## src/verilog/pif_defs.svh

```systemverilog
// Register offsets, field positions and reset values of the peripheral interrupt flag block
`ifndef PIF_DEFS_SVH
`define PIF_DEFS_SVH

`define PIF_OFF_CORE_CTRL   12'h000
`define PIF_OFF_OPTION      12'h004
`define PIF_OFF_PER_ENABLE  12'h008
`define PIF_OFF_PER_FLAGS   12'h00C
`define PIF_OFF_RX_DATA     12'h010
`define PIF_OFF_TX_DATA     12'h014
`define PIF_OFF_IRQ_STATUS  12'h018
`define PIF_OFF_IRQ_MASK    12'h01C

`define PIF_BIT_GATE        7
`define PIF_BIT_ADC         6
`define PIF_BIT_RX          5
`define PIF_BIT_TX          4
`define PIF_BIT_SSP         3
`define PIF_BIT_CCP         2
`define PIF_BIT_TMR2        1
`define PIF_BIT_TIMER_ONE_COUNT        0

`define PIF_BIT_GIE         7
`define PIF_BIT_PERIPHERAL_IRQ_ENABLE        6

`define PIF_RESET_BYTE      8'h00
`define PIF_SW_CLR_MASK     8'hCF
`define PIF_CTRL_WR_MASK    8'hF8
`define PIF_STAT_REQ        0
`define PIF_STAT_RXOVR      1
`define PIF_STAT_WIDTH      2

`endif

```

## src/verilog/pif_pkg.sv

```systemverilog
// Types shared by the peripheral interrupt flag block
package pif_pkg;

    typedef enum logic [1:0]
    {
        PIF_MODE_CAPTURE,
        PIF_MODE_COMPARE,
        PIF_MODE_PWM,
        PIF_MODE_OFF
    } pif_ccp_mode_type;

    typedef struct packed
    {
        logic gate_active;
        logic adc_done;
        logic rx_full;
        logic tx_empty;
        logic ssp_done;
        logic ccp_capture;
        logic ccp_match;
        logic tmr2_match;
        logic timer_one_count_ovf;
    } pif_events_type;

endpackage

```

## src/verilog/pif_top.sv

```systemverilog
// Peripheral interrupt flag register, enables and request gating behind APB
`timescale 1ns/100ps
`include "pif_defs.svh"

module pif_top
#(
    parameter int ADDR_W = 12
)
(
    input  wire logic                      pclk,
    input  wire logic                      presetn,
    input  wire logic                      psel,
    input  wire logic                      penable,
    input  wire logic                      pwrite,
    input  wire logic [ADDR_W-1:0]         paddr,
    input  wire logic [31:0]               pwdata,
    input  wire logic [3:0]                pstrb,
    output logic      [31:0]               prdata,
    output logic                           pready,
    output logic                           pslverr,
    input  wire pif_pkg::pif_events_type   events,
    input  wire pif_pkg::pif_ccp_mode_type ccp_mode,
    input  wire logic [7:0]                rx_byte,
    output logic      [7:0]                tx_byte,
    output logic                           tx_load,
    output logic                           core_irq_req,
    output logic                           irq
);

    // ************************************************************
    // Bus decode
    // ************************************************************
    logic access_w;
    logic wr_w;
    logic rd_w;
    logic hit_w;
    logic low_lane_w;

    // Writes and read side effects commit on the edge that completes the access
    assign access_w   = psel && penable && pready;
    assign wr_w       = access_w && pwrite;
    assign rd_w       = access_w && !pwrite;
    assign low_lane_w = pstrb[0];
    // Full-offset decode: any other offset is refused
    assign hit_w      = (paddr == `PIF_OFF_CORE_CTRL)  || (paddr == `PIF_OFF_OPTION)
                     || (paddr == `PIF_OFF_PER_ENABLE) || (paddr == `PIF_OFF_PER_FLAGS)
                     || (paddr == `PIF_OFF_RX_DATA)    || (paddr == `PIF_OFF_TX_DATA)
                     || (paddr == `PIF_OFF_IRQ_STATUS) || (paddr == `PIF_OFF_IRQ_MASK);

    logic wr_ctrl_w;
    logic wr_opt_w;
    logic wr_en_w;
    logic wr_flag_w;
    logic wr_tx_w;
    logic wr_stat_w;
    logic wr_mask_w;
    logic rd_rx_w;

    assign wr_ctrl_w = wr_w && low_lane_w && (paddr == `PIF_OFF_CORE_CTRL);
    assign wr_opt_w  = wr_w && low_lane_w && (paddr == `PIF_OFF_OPTION);
    assign wr_en_w   = wr_w && low_lane_w && (paddr == `PIF_OFF_PER_ENABLE);
    assign wr_flag_w = wr_w && low_lane_w && (paddr == `PIF_OFF_PER_FLAGS);
    assign wr_tx_w   = wr_w && low_lane_w && (paddr == `PIF_OFF_TX_DATA);
    assign wr_stat_w = wr_w && low_lane_w && (paddr == `PIF_OFF_IRQ_STATUS);
    assign wr_mask_w = wr_w && low_lane_w && (paddr == `PIF_OFF_IRQ_MASK);
    assign rd_rx_w   = rd_w && (paddr == `PIF_OFF_RX_DATA);

    // ************************************************************
    // Event inputs
    // ************************************************************
    // Events come from peripheral logic on pclk, so no synchroniser is needed
    pif_pkg::pif_events_type ev_q;

    always_ff @(posedge pclk or negedge presetn)
    begin
        if (!presetn)
            ev_q <= '0;
        else
            ev_q <= events;
    end

    logic ccp_set_w;

    // Pulse-width and off modes never set the flag
    always_comb
    begin
        case (ccp_mode)
            pif_pkg::PIF_MODE_CAPTURE: ccp_set_w = ev_q.ccp_capture;
            pif_pkg::PIF_MODE_COMPARE: ccp_set_w = ev_q.ccp_match;
            default:                   ccp_set_w = 1'b0;
        endcase
    end

    // ************************************************************
    // Control registers
    // ************************************************************
    logic [7:0] core_ctrl_q;
    logic [7:0] option_q;
    logic [7:0] per_enable_q;

    // Low three bits stay zero: those sources live outside this block
    always_ff @(posedge pclk or negedge presetn)
    begin
        if (!presetn)
            core_ctrl_q <= `PIF_RESET_BYTE;
        else if (wr_ctrl_w)
            core_ctrl_q <= pwdata[7:0] & `PIF_CTRL_WR_MASK;
    end

    // Option bits are storage only; they steer logic outside this block
    always_ff @(posedge pclk or negedge presetn)
    begin
        if (!presetn)
            option_q <= `PIF_RESET_BYTE;
        else if (wr_opt_w)
            option_q <= pwdata[7:0];
    end

    always_ff @(posedge pclk or negedge presetn)
    begin
        if (!presetn)
            per_enable_q <= `PIF_RESET_BYTE;
        else if (wr_en_w)
            per_enable_q <= pwdata[7:0];
    end

    // ************************************************************
    // Flag register
    // ************************************************************
    logic [7:0] set_w;
    logic [7:0] flags_q;
    logic [7:0] flags_d;
    logic       rx_full_q;
    logic       tx_empty_q;

    // Sticky sources only; the read-only bits are filled in below
    always_comb
    begin
        set_w                 = '0;
        set_w[`PIF_BIT_ADC]   = ev_q.adc_done;
        set_w[`PIF_BIT_SSP]   = ev_q.ssp_done;
        set_w[`PIF_BIT_CCP]   = ccp_set_w;
        set_w[`PIF_BIT_TMR2]  = ev_q.tmr2_match;
        set_w[`PIF_BIT_TIMER_ONE_COUNT]  = ev_q.timer_one_count_ovf;
    end

    // Writes may clear or set the sticky bits; a hardware set always wins
    always_comb
    begin
        flags_d = flags_q;
        if (wr_flag_w)
            flags_d = (flags_q & ~`PIF_SW_CLR_MASK) | (pwdata[7:0] & `PIF_SW_CLR_MASK);
        flags_d = flags_d | set_w;
        // Read-only bits follow their sources and ignore software writes
        flags_d[`PIF_BIT_GATE] = !ev_q.gate_active;
        flags_d[`PIF_BIT_RX]   = rx_full_q;
        flags_d[`PIF_BIT_TX]   = tx_empty_q;
    end

    always_ff @(posedge pclk or negedge presetn)
    begin
        if (!presetn)
            flags_q <= `PIF_RESET_BYTE;
        else
            flags_q <= flags_d;
    end

    // ************************************************************
    // Serial buffer status
    // ************************************************************
    logic rx_seen_q;
    logic rx_rise_w;

    // Peripheral reports a new byte on the rising edge of rx_full
    assign rx_rise_w = ev_q.rx_full && !rx_seen_q;

    // Starts low to match the idle level of rx_full, so reset makes no false edge
    always_ff @(posedge pclk or negedge presetn)
    begin
        if (!presetn)
            rx_seen_q <= 1'b0;
        else
            rx_seen_q <= ev_q.rx_full;
    end

    always_ff @(posedge pclk or negedge presetn)
    begin
        if (!presetn)
            rx_full_q <= 1'b0;
        else if (rx_rise_w)
            rx_full_q <= 1'b1;
        else if (rd_rx_w)
            rx_full_q <= 1'b0;
    end

    // Buffer empties when the serializer takes the byte; a write refills it
    always_ff @(posedge pclk or negedge presetn)
    begin
        if (!presetn)
            tx_empty_q <= 1'b0;
        else if (wr_tx_w)
            tx_empty_q <= 1'b0;
        else if (ev_q.tx_empty)
            tx_empty_q <= 1'b1;
    end

    always_ff @(posedge pclk or negedge presetn)
    begin
        if (!presetn)
            tx_byte <= `PIF_RESET_BYTE;
        else if (wr_tx_w)
            tx_byte <= pwdata[7:0];
    end

    // One-cycle strobe tells the serializer that a new byte waits
    always_ff @(posedge pclk or negedge presetn)
    begin
        if (!presetn)
            tx_load <= 1'b0;
        else
            tx_load <= wr_tx_w;
    end

    // ************************************************************
    // Request gating
    // ************************************************************
    // Registered so the core sees a clean level, one cycle after the flags
    logic req_w;

    assign req_w = (|(flags_q & per_enable_q))
                && core_ctrl_q[`PIF_BIT_PERIPHERAL_IRQ_ENABLE]
                && core_ctrl_q[`PIF_BIT_GIE];

    always_ff @(posedge pclk or negedge presetn)
    begin
        if (!presetn)
            core_irq_req <= 1'b0;
        else
            core_irq_req <= req_w;
    end

    // ************************************************************
    // Interrupt status and mask
    // ************************************************************
    // Status bit 0 marks each new rise of the gated request, bit 1 a receive overrun
    logic [`PIF_STAT_WIDTH-1:0] stat_q;
    logic [`PIF_STAT_WIDTH-1:0] mask_q;
    logic [`PIF_STAT_WIDTH-1:0] stat_set_w;
    logic                       req_seen_q;
    logic [`PIF_STAT_WIDTH-1:0] stat_d;

    always_ff @(posedge pclk or negedge presetn)
    begin
        if (!presetn)
            req_seen_q <= 1'b0;
        else
            req_seen_q <= req_w;
    end

    always_comb
    begin
        stat_set_w                  = '0;
        stat_set_w[`PIF_STAT_REQ]   = req_w && !req_seen_q;
        stat_set_w[`PIF_STAT_RXOVR] = rx_rise_w && rx_full_q;
        stat_d = stat_q;
        if (wr_stat_w)
            stat_d = stat_q & ~pwdata[`PIF_STAT_WIDTH-1:0];
        stat_d = stat_d | stat_set_w;
    end

    always_ff @(posedge pclk or negedge presetn)
    begin
        if (!presetn)
            stat_q <= '0;
        else
            stat_q <= stat_d;
    end

    always_ff @(posedge pclk or negedge presetn)
    begin
        if (!presetn)
            mask_q <= '0;
        else if (wr_mask_w)
            mask_q <= pwdata[`PIF_STAT_WIDTH-1:0];
    end

    // Built from the next status value so irq rises with its status bit
    always_ff @(posedge pclk or negedge presetn)
    begin
        if (!presetn)
            irq <= 1'b0;
        else
            irq <= |(stat_d & mask_q);
    end

    // ************************************************************
    // APB answer
    // ************************************************************
    // One wait state keeps prdata registered without a read path through flops twice
    always_ff @(posedge pclk or negedge presetn)
    begin
        if (!presetn)
            pready <= 1'b0;
        else
            pready <= psel && penable && !pready;
    end

    // Refused accesses still complete with pready so the master never hangs
    always_ff @(posedge pclk or negedge presetn)
    begin
        if (!presetn)
            pslverr <= 1'b0;
        else
            pslverr <= psel && penable && !pready && !hit_w;
    end

    logic [31:0] rd_mux_w;

    // Write-only and unmapped offsets read as zero
    always_comb
    begin
        rd_mux_w = '0;
        case (paddr)
            `PIF_OFF_CORE_CTRL:  rd_mux_w = {24'h00_0000, core_ctrl_q};
            `PIF_OFF_OPTION:     rd_mux_w = {24'h00_0000, option_q};
            `PIF_OFF_PER_ENABLE: rd_mux_w = {24'h00_0000, per_enable_q};
            `PIF_OFF_PER_FLAGS:  rd_mux_w = {24'h00_0000, flags_q};
            `PIF_OFF_RX_DATA:    rd_mux_w = {24'h00_0000, rx_byte};
            `PIF_OFF_IRQ_STATUS: rd_mux_w = {30'h0000_0000, stat_q};
            `PIF_OFF_IRQ_MASK:   rd_mux_w = {30'h0000_0000, mask_q};
            default:             rd_mux_w = '0;
        endcase
    end

    // Writes return zero so a refused write carries no stale read data
    always_ff @(posedge pclk or negedge presetn)
    begin
        if (!presetn)
            prdata <= '0;
        else if (psel && penable && !pready)
            prdata <= pwrite ? 32'h0000_0000 : rd_mux_w;
    end

endmodule
```

## config.mk

```make
export PLATFORM = sky130hd
export DESIGN_NAME = pif_top
export DESIGN_NICKNAME = d
export VERILOG_FILES = /design/src/verilog/pif_pkg.sv /design/src/verilog/pif_top.sv
export VERILOG_INCLUDE_DIRS = /design/src /design/src/verilog
export SDC_FILE = /design/constraint.sdc
export NUM_CORES = 1
export LEC_CHECK = 0
export BUFFER_PORTS_ARGS = -buffer_cell sky130_fd_sc_hd__clkbuf_2
export CORE_MARGIN = 8
export CORE_UTILIZATION = 45
export CTS_CLUSTER_DIAMETER = 80
export DETAILED_ROUTE_END_ITERATION = 8
export MAX_ROUTING_LAYER = met4
export PLACE_DENSITY = 0.74
export SLEW_MARGIN = 20
export SYNTH_ARGS = -nofsm -noshare
export SYNTH_HDL_FRONTEND = slang
export SYNTH_SLANG_ARGS = --single-unit
```

## constraint.sdc

```tcl
create_clock -name pclk -period 3 [get_ports pclk]
set_input_delay 0.6 -clock pclk [delete_from_list [all_inputs] [get_ports pclk]]
set_output_delay 0.6 -clock pclk [all_outputs]
set_load 0.02 [all_outputs]
```

* Word level (Yosys, flattened, before mapping)
Index checks and enable logic that the tools add are counted.
** Storage, ports and cells
- Register bits :: 90
- Bits in latches :: 0
- RAM bits :: 0
- Memory bits (read-only) :: 0
- Bits of input ports :: 72
- Output and inout bits :: 45
- Logic and storage cells :: 88
- Memories :: 0
** Operators by class
- Add/subtract/negate cells :: 0
- Multipliers :: 0
- Div/mod/pow operators :: 0
- Magnitude comparators :: 0
- Eq/ne operators :: 8
- Shifts and indexed selects :: 0
- Muxes and demuxes :: 9
- Bitwise logic cells :: 7
- Reductions and logical operators :: 39
** Operator list (count)
- 8-bit one-hot mux with 7 select lines :: 1
- 12-bit by 5-bit equality test with 1-bit output (second input constant) :: 4
- 12-bit by 4-bit equality test with 1-bit output (second input constant) :: 2
- 1-bit logical AND :: 20
- 12-bit by 3-bit equality test with 1-bit output (second input constant) :: 1
- 12-bit zero test :: 1
- 8-bit AND :: 1
- 8-bit two-way mux :: 1
- 8-bit OR reduction :: 1
- 1-bit logical OR :: 7
- 7-bit two-way mux :: 1
- 6-bit by 7-bit OR with 7-bit output :: 1
- 7-bit OR :: 1
- 1-bit zero test :: 6
- 2-bit AND :: 2
- 1-bit two-way mux :: 4
- 2-bit nonzero test :: 2
- 2-bit by 1-bit equality test with 1-bit output (second input constant) :: 1
- 2-bit zero test :: 1
- 2-bit two-way mux :: 1
- 2-bit inverter :: 1
- 2-bit OR :: 1
- 1-bit one-hot mux with 2 select lines :: 1
- 2-bit OR reduction :: 1

* Depth between registers and ports, before layout
- Depth in word-level cells :: 10
- Depth in mapped cells :: 6
- Gate-level depth less buffers :: 4

* Worst setup path before layout
OpenSTA, ideal clock, no wires.
- Path kind :: input to register
- Start point :: input paddr[4]
- End point :: register core_ctrl_q[3]
- Setup time :: 0.128 ns
- Data arrival time :: 1.705 ns
- Required time :: 2.872 ns
- Path slack :: 1.168 ns
- Stages :: 4
- Path buffers :: 1
- Path through :: buf_4 nor4_4 nand3_2 mux2_1
** On the way
- Cells in the longest elaborated chain, start to end :: 2
** Ends and longest elaborated chain
- start: declaration :: RTL line pif_top.sv:15 : input wire logic [ADDR_W-1:0] paddr,
- 12-bit zero test
- 1-bit logical AND :: RTL line pif_top.sv:59 : assign wr_ctrl_w = wr_w && low_lane_w && (paddr == `PIF_OFF_CORE_CTRL);
- end signal: assignment :: RTL line pif_top.sv:105 : core_ctrl_q <= `PIF_RESET_BYTE;
- end signal: assignment :: RTL line pif_top.sv:107 : core_ctrl_q <= pwdata[7:0] & `PIF_CTRL_WR_MASK;
- end: declaration :: RTL line pif_top.sv:97 : logic [7:0] core_ctrl_q;
Every way passes these cells.
A chain may end at the register's enable or synchronous reset.

* Worst setup path after layout
- Start point :: input paddr[5]
- End point :: register option_q[2]
** On the way
- Cells in the longest elaborated chain, start to end :: 2
** Ends and longest elaborated chain
- 12-bit by 3-bit equality test with 1-bit output
- 1-bit logical AND :: RTL line pif_top.sv:60 : assign wr_opt_w = wr_w && low_lane_w && (paddr == `PIF_OFF_OPTION);
- end signal: assignment :: RTL line pif_top.sv:114 : option_q <= `PIF_RESET_BYTE;
- end signal: assignment :: RTL line pif_top.sv:116 : option_q <= pwdata[7:0];
- end: declaration :: RTL line pif_top.sv:98 : logic [7:0] option_q;
Every way passes these cells.

==> metrics <==
status completed; Final Slew Violations 0; Ys Warns 0; Post-synth EDFFs 0; Post-CTS Setup Bufs 0; routability cong. 0.8541; Rows 30; worst path cell trace clkbuf_2, nor3_1, and3_1, nand3_4, mux2_1; Yosys reg bits 66; Antenna Nets Post-Route 0; met2 usage 24.88%; startpoint types input pin; CTS max path bufs 2; CP max stage delay 0.66 ns; DRT iter0 DRCs 151; crit path max fanout 12; total grt overflow 0; Initial Util 46.69%; Worst Tran Pin Value 0.7331 ns; Top Usage Layer GRT met2; post-place instance area 0.003502 mm2; Mapped Cells 265; Clock Skews 0.01261 ns; vias in the first global route 2473; Hold Crit Class input pin to asynchronous set/reset pin; Avg WL per Cell 17.37 um; max frequency 461.7 MHz; Die Height 99.96 um; vias post-DR 2286; multiplexer share of the synthesized area 15.15%; Finished Core Util 54.92%; sequential area share after synthesis 52.07%; Post-CTS Hold Fix Bufs 0; Clk Tree Root Cell clkbuf_8; setup tns final 0 ns; CP max stage cell and3_1; Syn Area/Cell 11.97 um2; Vias/cell 5.279; final setup vio count 0; most common cell after layout, fill and taps aside dfrtp_1; largest net degree at the start of global routing 41; Hold Slack 0.3126 ns; main flop type after synthesis dfrtp_1; Worst Path Required 3.22 ns; Die ar. 0.009991 mm2; GR Util met1 18.46%; HPWL Detailed 5.667 mm; Top-Level Pins 117; synth top area cells dfrtp_1 (52%), mux2_1 (12%), buf_4 (6.2%); XOR/XNOR share of the synthesized area 0%; delay-heaviest family, CP simple AND/OR/NAND/NOR gates; Area growth syn-to-layout 17.63%; post-cts sizing count 0; CTS Buf Count 9; largest family of logic cells by synthesized area multiplexers; final total power 1897 uW; Finished Cell Area 0.003731 mm2; Die Wd 99.96 um; slew margin rel. 51.13%; commonest non-fill, non-tap cells in the layout dfrtp_1 (66), clkbuf_2 (65), mux2_1 (34); VDD IR max 340.7 uV; first-pass GRT wire length 11.94 mm; area occupied by multi-input gates 0.001340 mm2; core area 0.006794 mm2; GR Layer Usage met3 4.775%; crit path time final 2.166 ns; fill count 607; Buf/Inv on CP 1; Synth async-reset ratio 100.0%; DRC Markers 0; max cap viols 0; clk_lat worst skew 0.34 ns; NumNets Final 404; Synth Area in Adders 0%; synthesized area 0.003172 mm2; final-report hold violation count 0; gr usage total 15.83%; H-tree depth 3; final period utilization 72.19%; initial antenna violation count 0; cell taking the most area after synthesis dfrtp_1; Post-Route WL 7.523 mm; register area 0.001652 mm2; CTS tree yes; clock sinks 66; Port Buf Inserts 65; share of the synthesized area in the top cell type 52.07%; Worst setup EP type register; Pleak 0.001844 uW; Worst-path clk slew 0.07 ns; ant diodes 0; PwrDens 508.3 mW/mm2; Synth Area in Compound Gates 9.625%; Worst EP arrival 2.38 ns; RSZ-0062 raised after global routing false; drt first pass iters 4; simple-gate share of the synthesized area 14.64%; CP Class input pin to register; number of distinct library cells after synthesis 41; layout cells sized above 1 28.19%
[final timing paths]
kind | endpoint | slack [ns] | startpoint | cells after the start
max | option_q[2]$_DFFE_PN0P_ | 0.83 | paddr[5] | 5
min | tx_byte[1]$_DFFE_PN0P_ | 0.31 | presetn | 1
max reg2reg | prdata[2]$_DFFE_PN0P_ | 1.08 | pready$_DFF_PN0_ | 4
min reg2reg | flags_q[4]$_DFF_PN0_ | 0.39 | tx_empty_q$_DFFE_PN0P_ | 0
max in group asynchronous | option_q[3]$_DFFE_PN0P_ | 2.03 | presetn | 2
min in group pclk | ev_q[7]$_DFF_PN0_ | 0.36 | events[7] | 1
[logic make-up after synthesis]
family / count (synthesis)
other cells: 1
compound gates: 38
mux: 41
simple gates: 77
flops: 66
buf+inv: 42
[metrics by stage]
stage          cells  worst slack, ns
6_report         433           0.8343
5_1_grt          433           0.7016
4_1_cts          433           0.8321
3_5_place_dp     417           0.4832
3_3_place_gp     417           0.5302
2_1_floorplan    288            1.168
[report_power, final]
group / total [uW] / switching [uW] / leakage (uW) / internal [uW]
logic: 153 / 107 / 0.000884 / 45.6
clock network: 842 / 328 / 0.000117 / 514
registers: 902 / 3.83 / 0.000843 / 899
[synthesized netlist by cell type, types with 2 or more instances]
library cell / n
nor2b_1: 5
o31ai_1: 5
dfrtp_1: 66
nor2_1: 8
mux4_2: 2
o2bb2ai_1: 4
nand3_4: 3
buf_4: 26
mux2i_1: 3
nand3_1: 12
a22o_1: 8
clkbuf_1: 5
and4_1: 2
inv_1: 5
and3_1: 4
nor4_1: 2
a22oi_1: 6
buf_2: 3
mux2_2: 2
nor3_1: 2
nand2_1: 22
mux2_1: 34
o21ai_1: 2
nand4_1: 9
nand3b_1: 2
nor4_4: 2
a41oi_1: 7
[sequential cells by signal (all words and copies together), names as in the netlist, 2 cells and up]
signal / cells
flags_q: 8
option_q: 8
ev_q: 9
per_enable_q: 8
prdata: 8
mask_q: 2
stat_q: 2
core_ctrl_q: 5
tx_byte: 8
[layout make-up]
type	instances	share of cell area, %
tap	96	3.219
inverter	6	0.6036
clock buffer	12	4.158
timing repair buffer	69	9.859
multi-input combinational	180	35.92
clock inverter	4	1.979
sequential	66	44.27
[routing by layer]
layer | share of wire (%) | up-vias
met3 | 8.2 | 17
li1 | - | 1066
met4 | 2.5 | 0
met1 | 42 | 1104
met2 | 47 | 99
met5 | 0 | -
[worst reg2reg max path, cell delays in order, from the launching register on]
cell and delay [ns]:
dfrtp_1 0.42, nand3b_1 0.39, nor2_1 0.64, and3_1 0.28, a22o_1 0.14
Note: power is estimated with default switching activity, not from simulation.
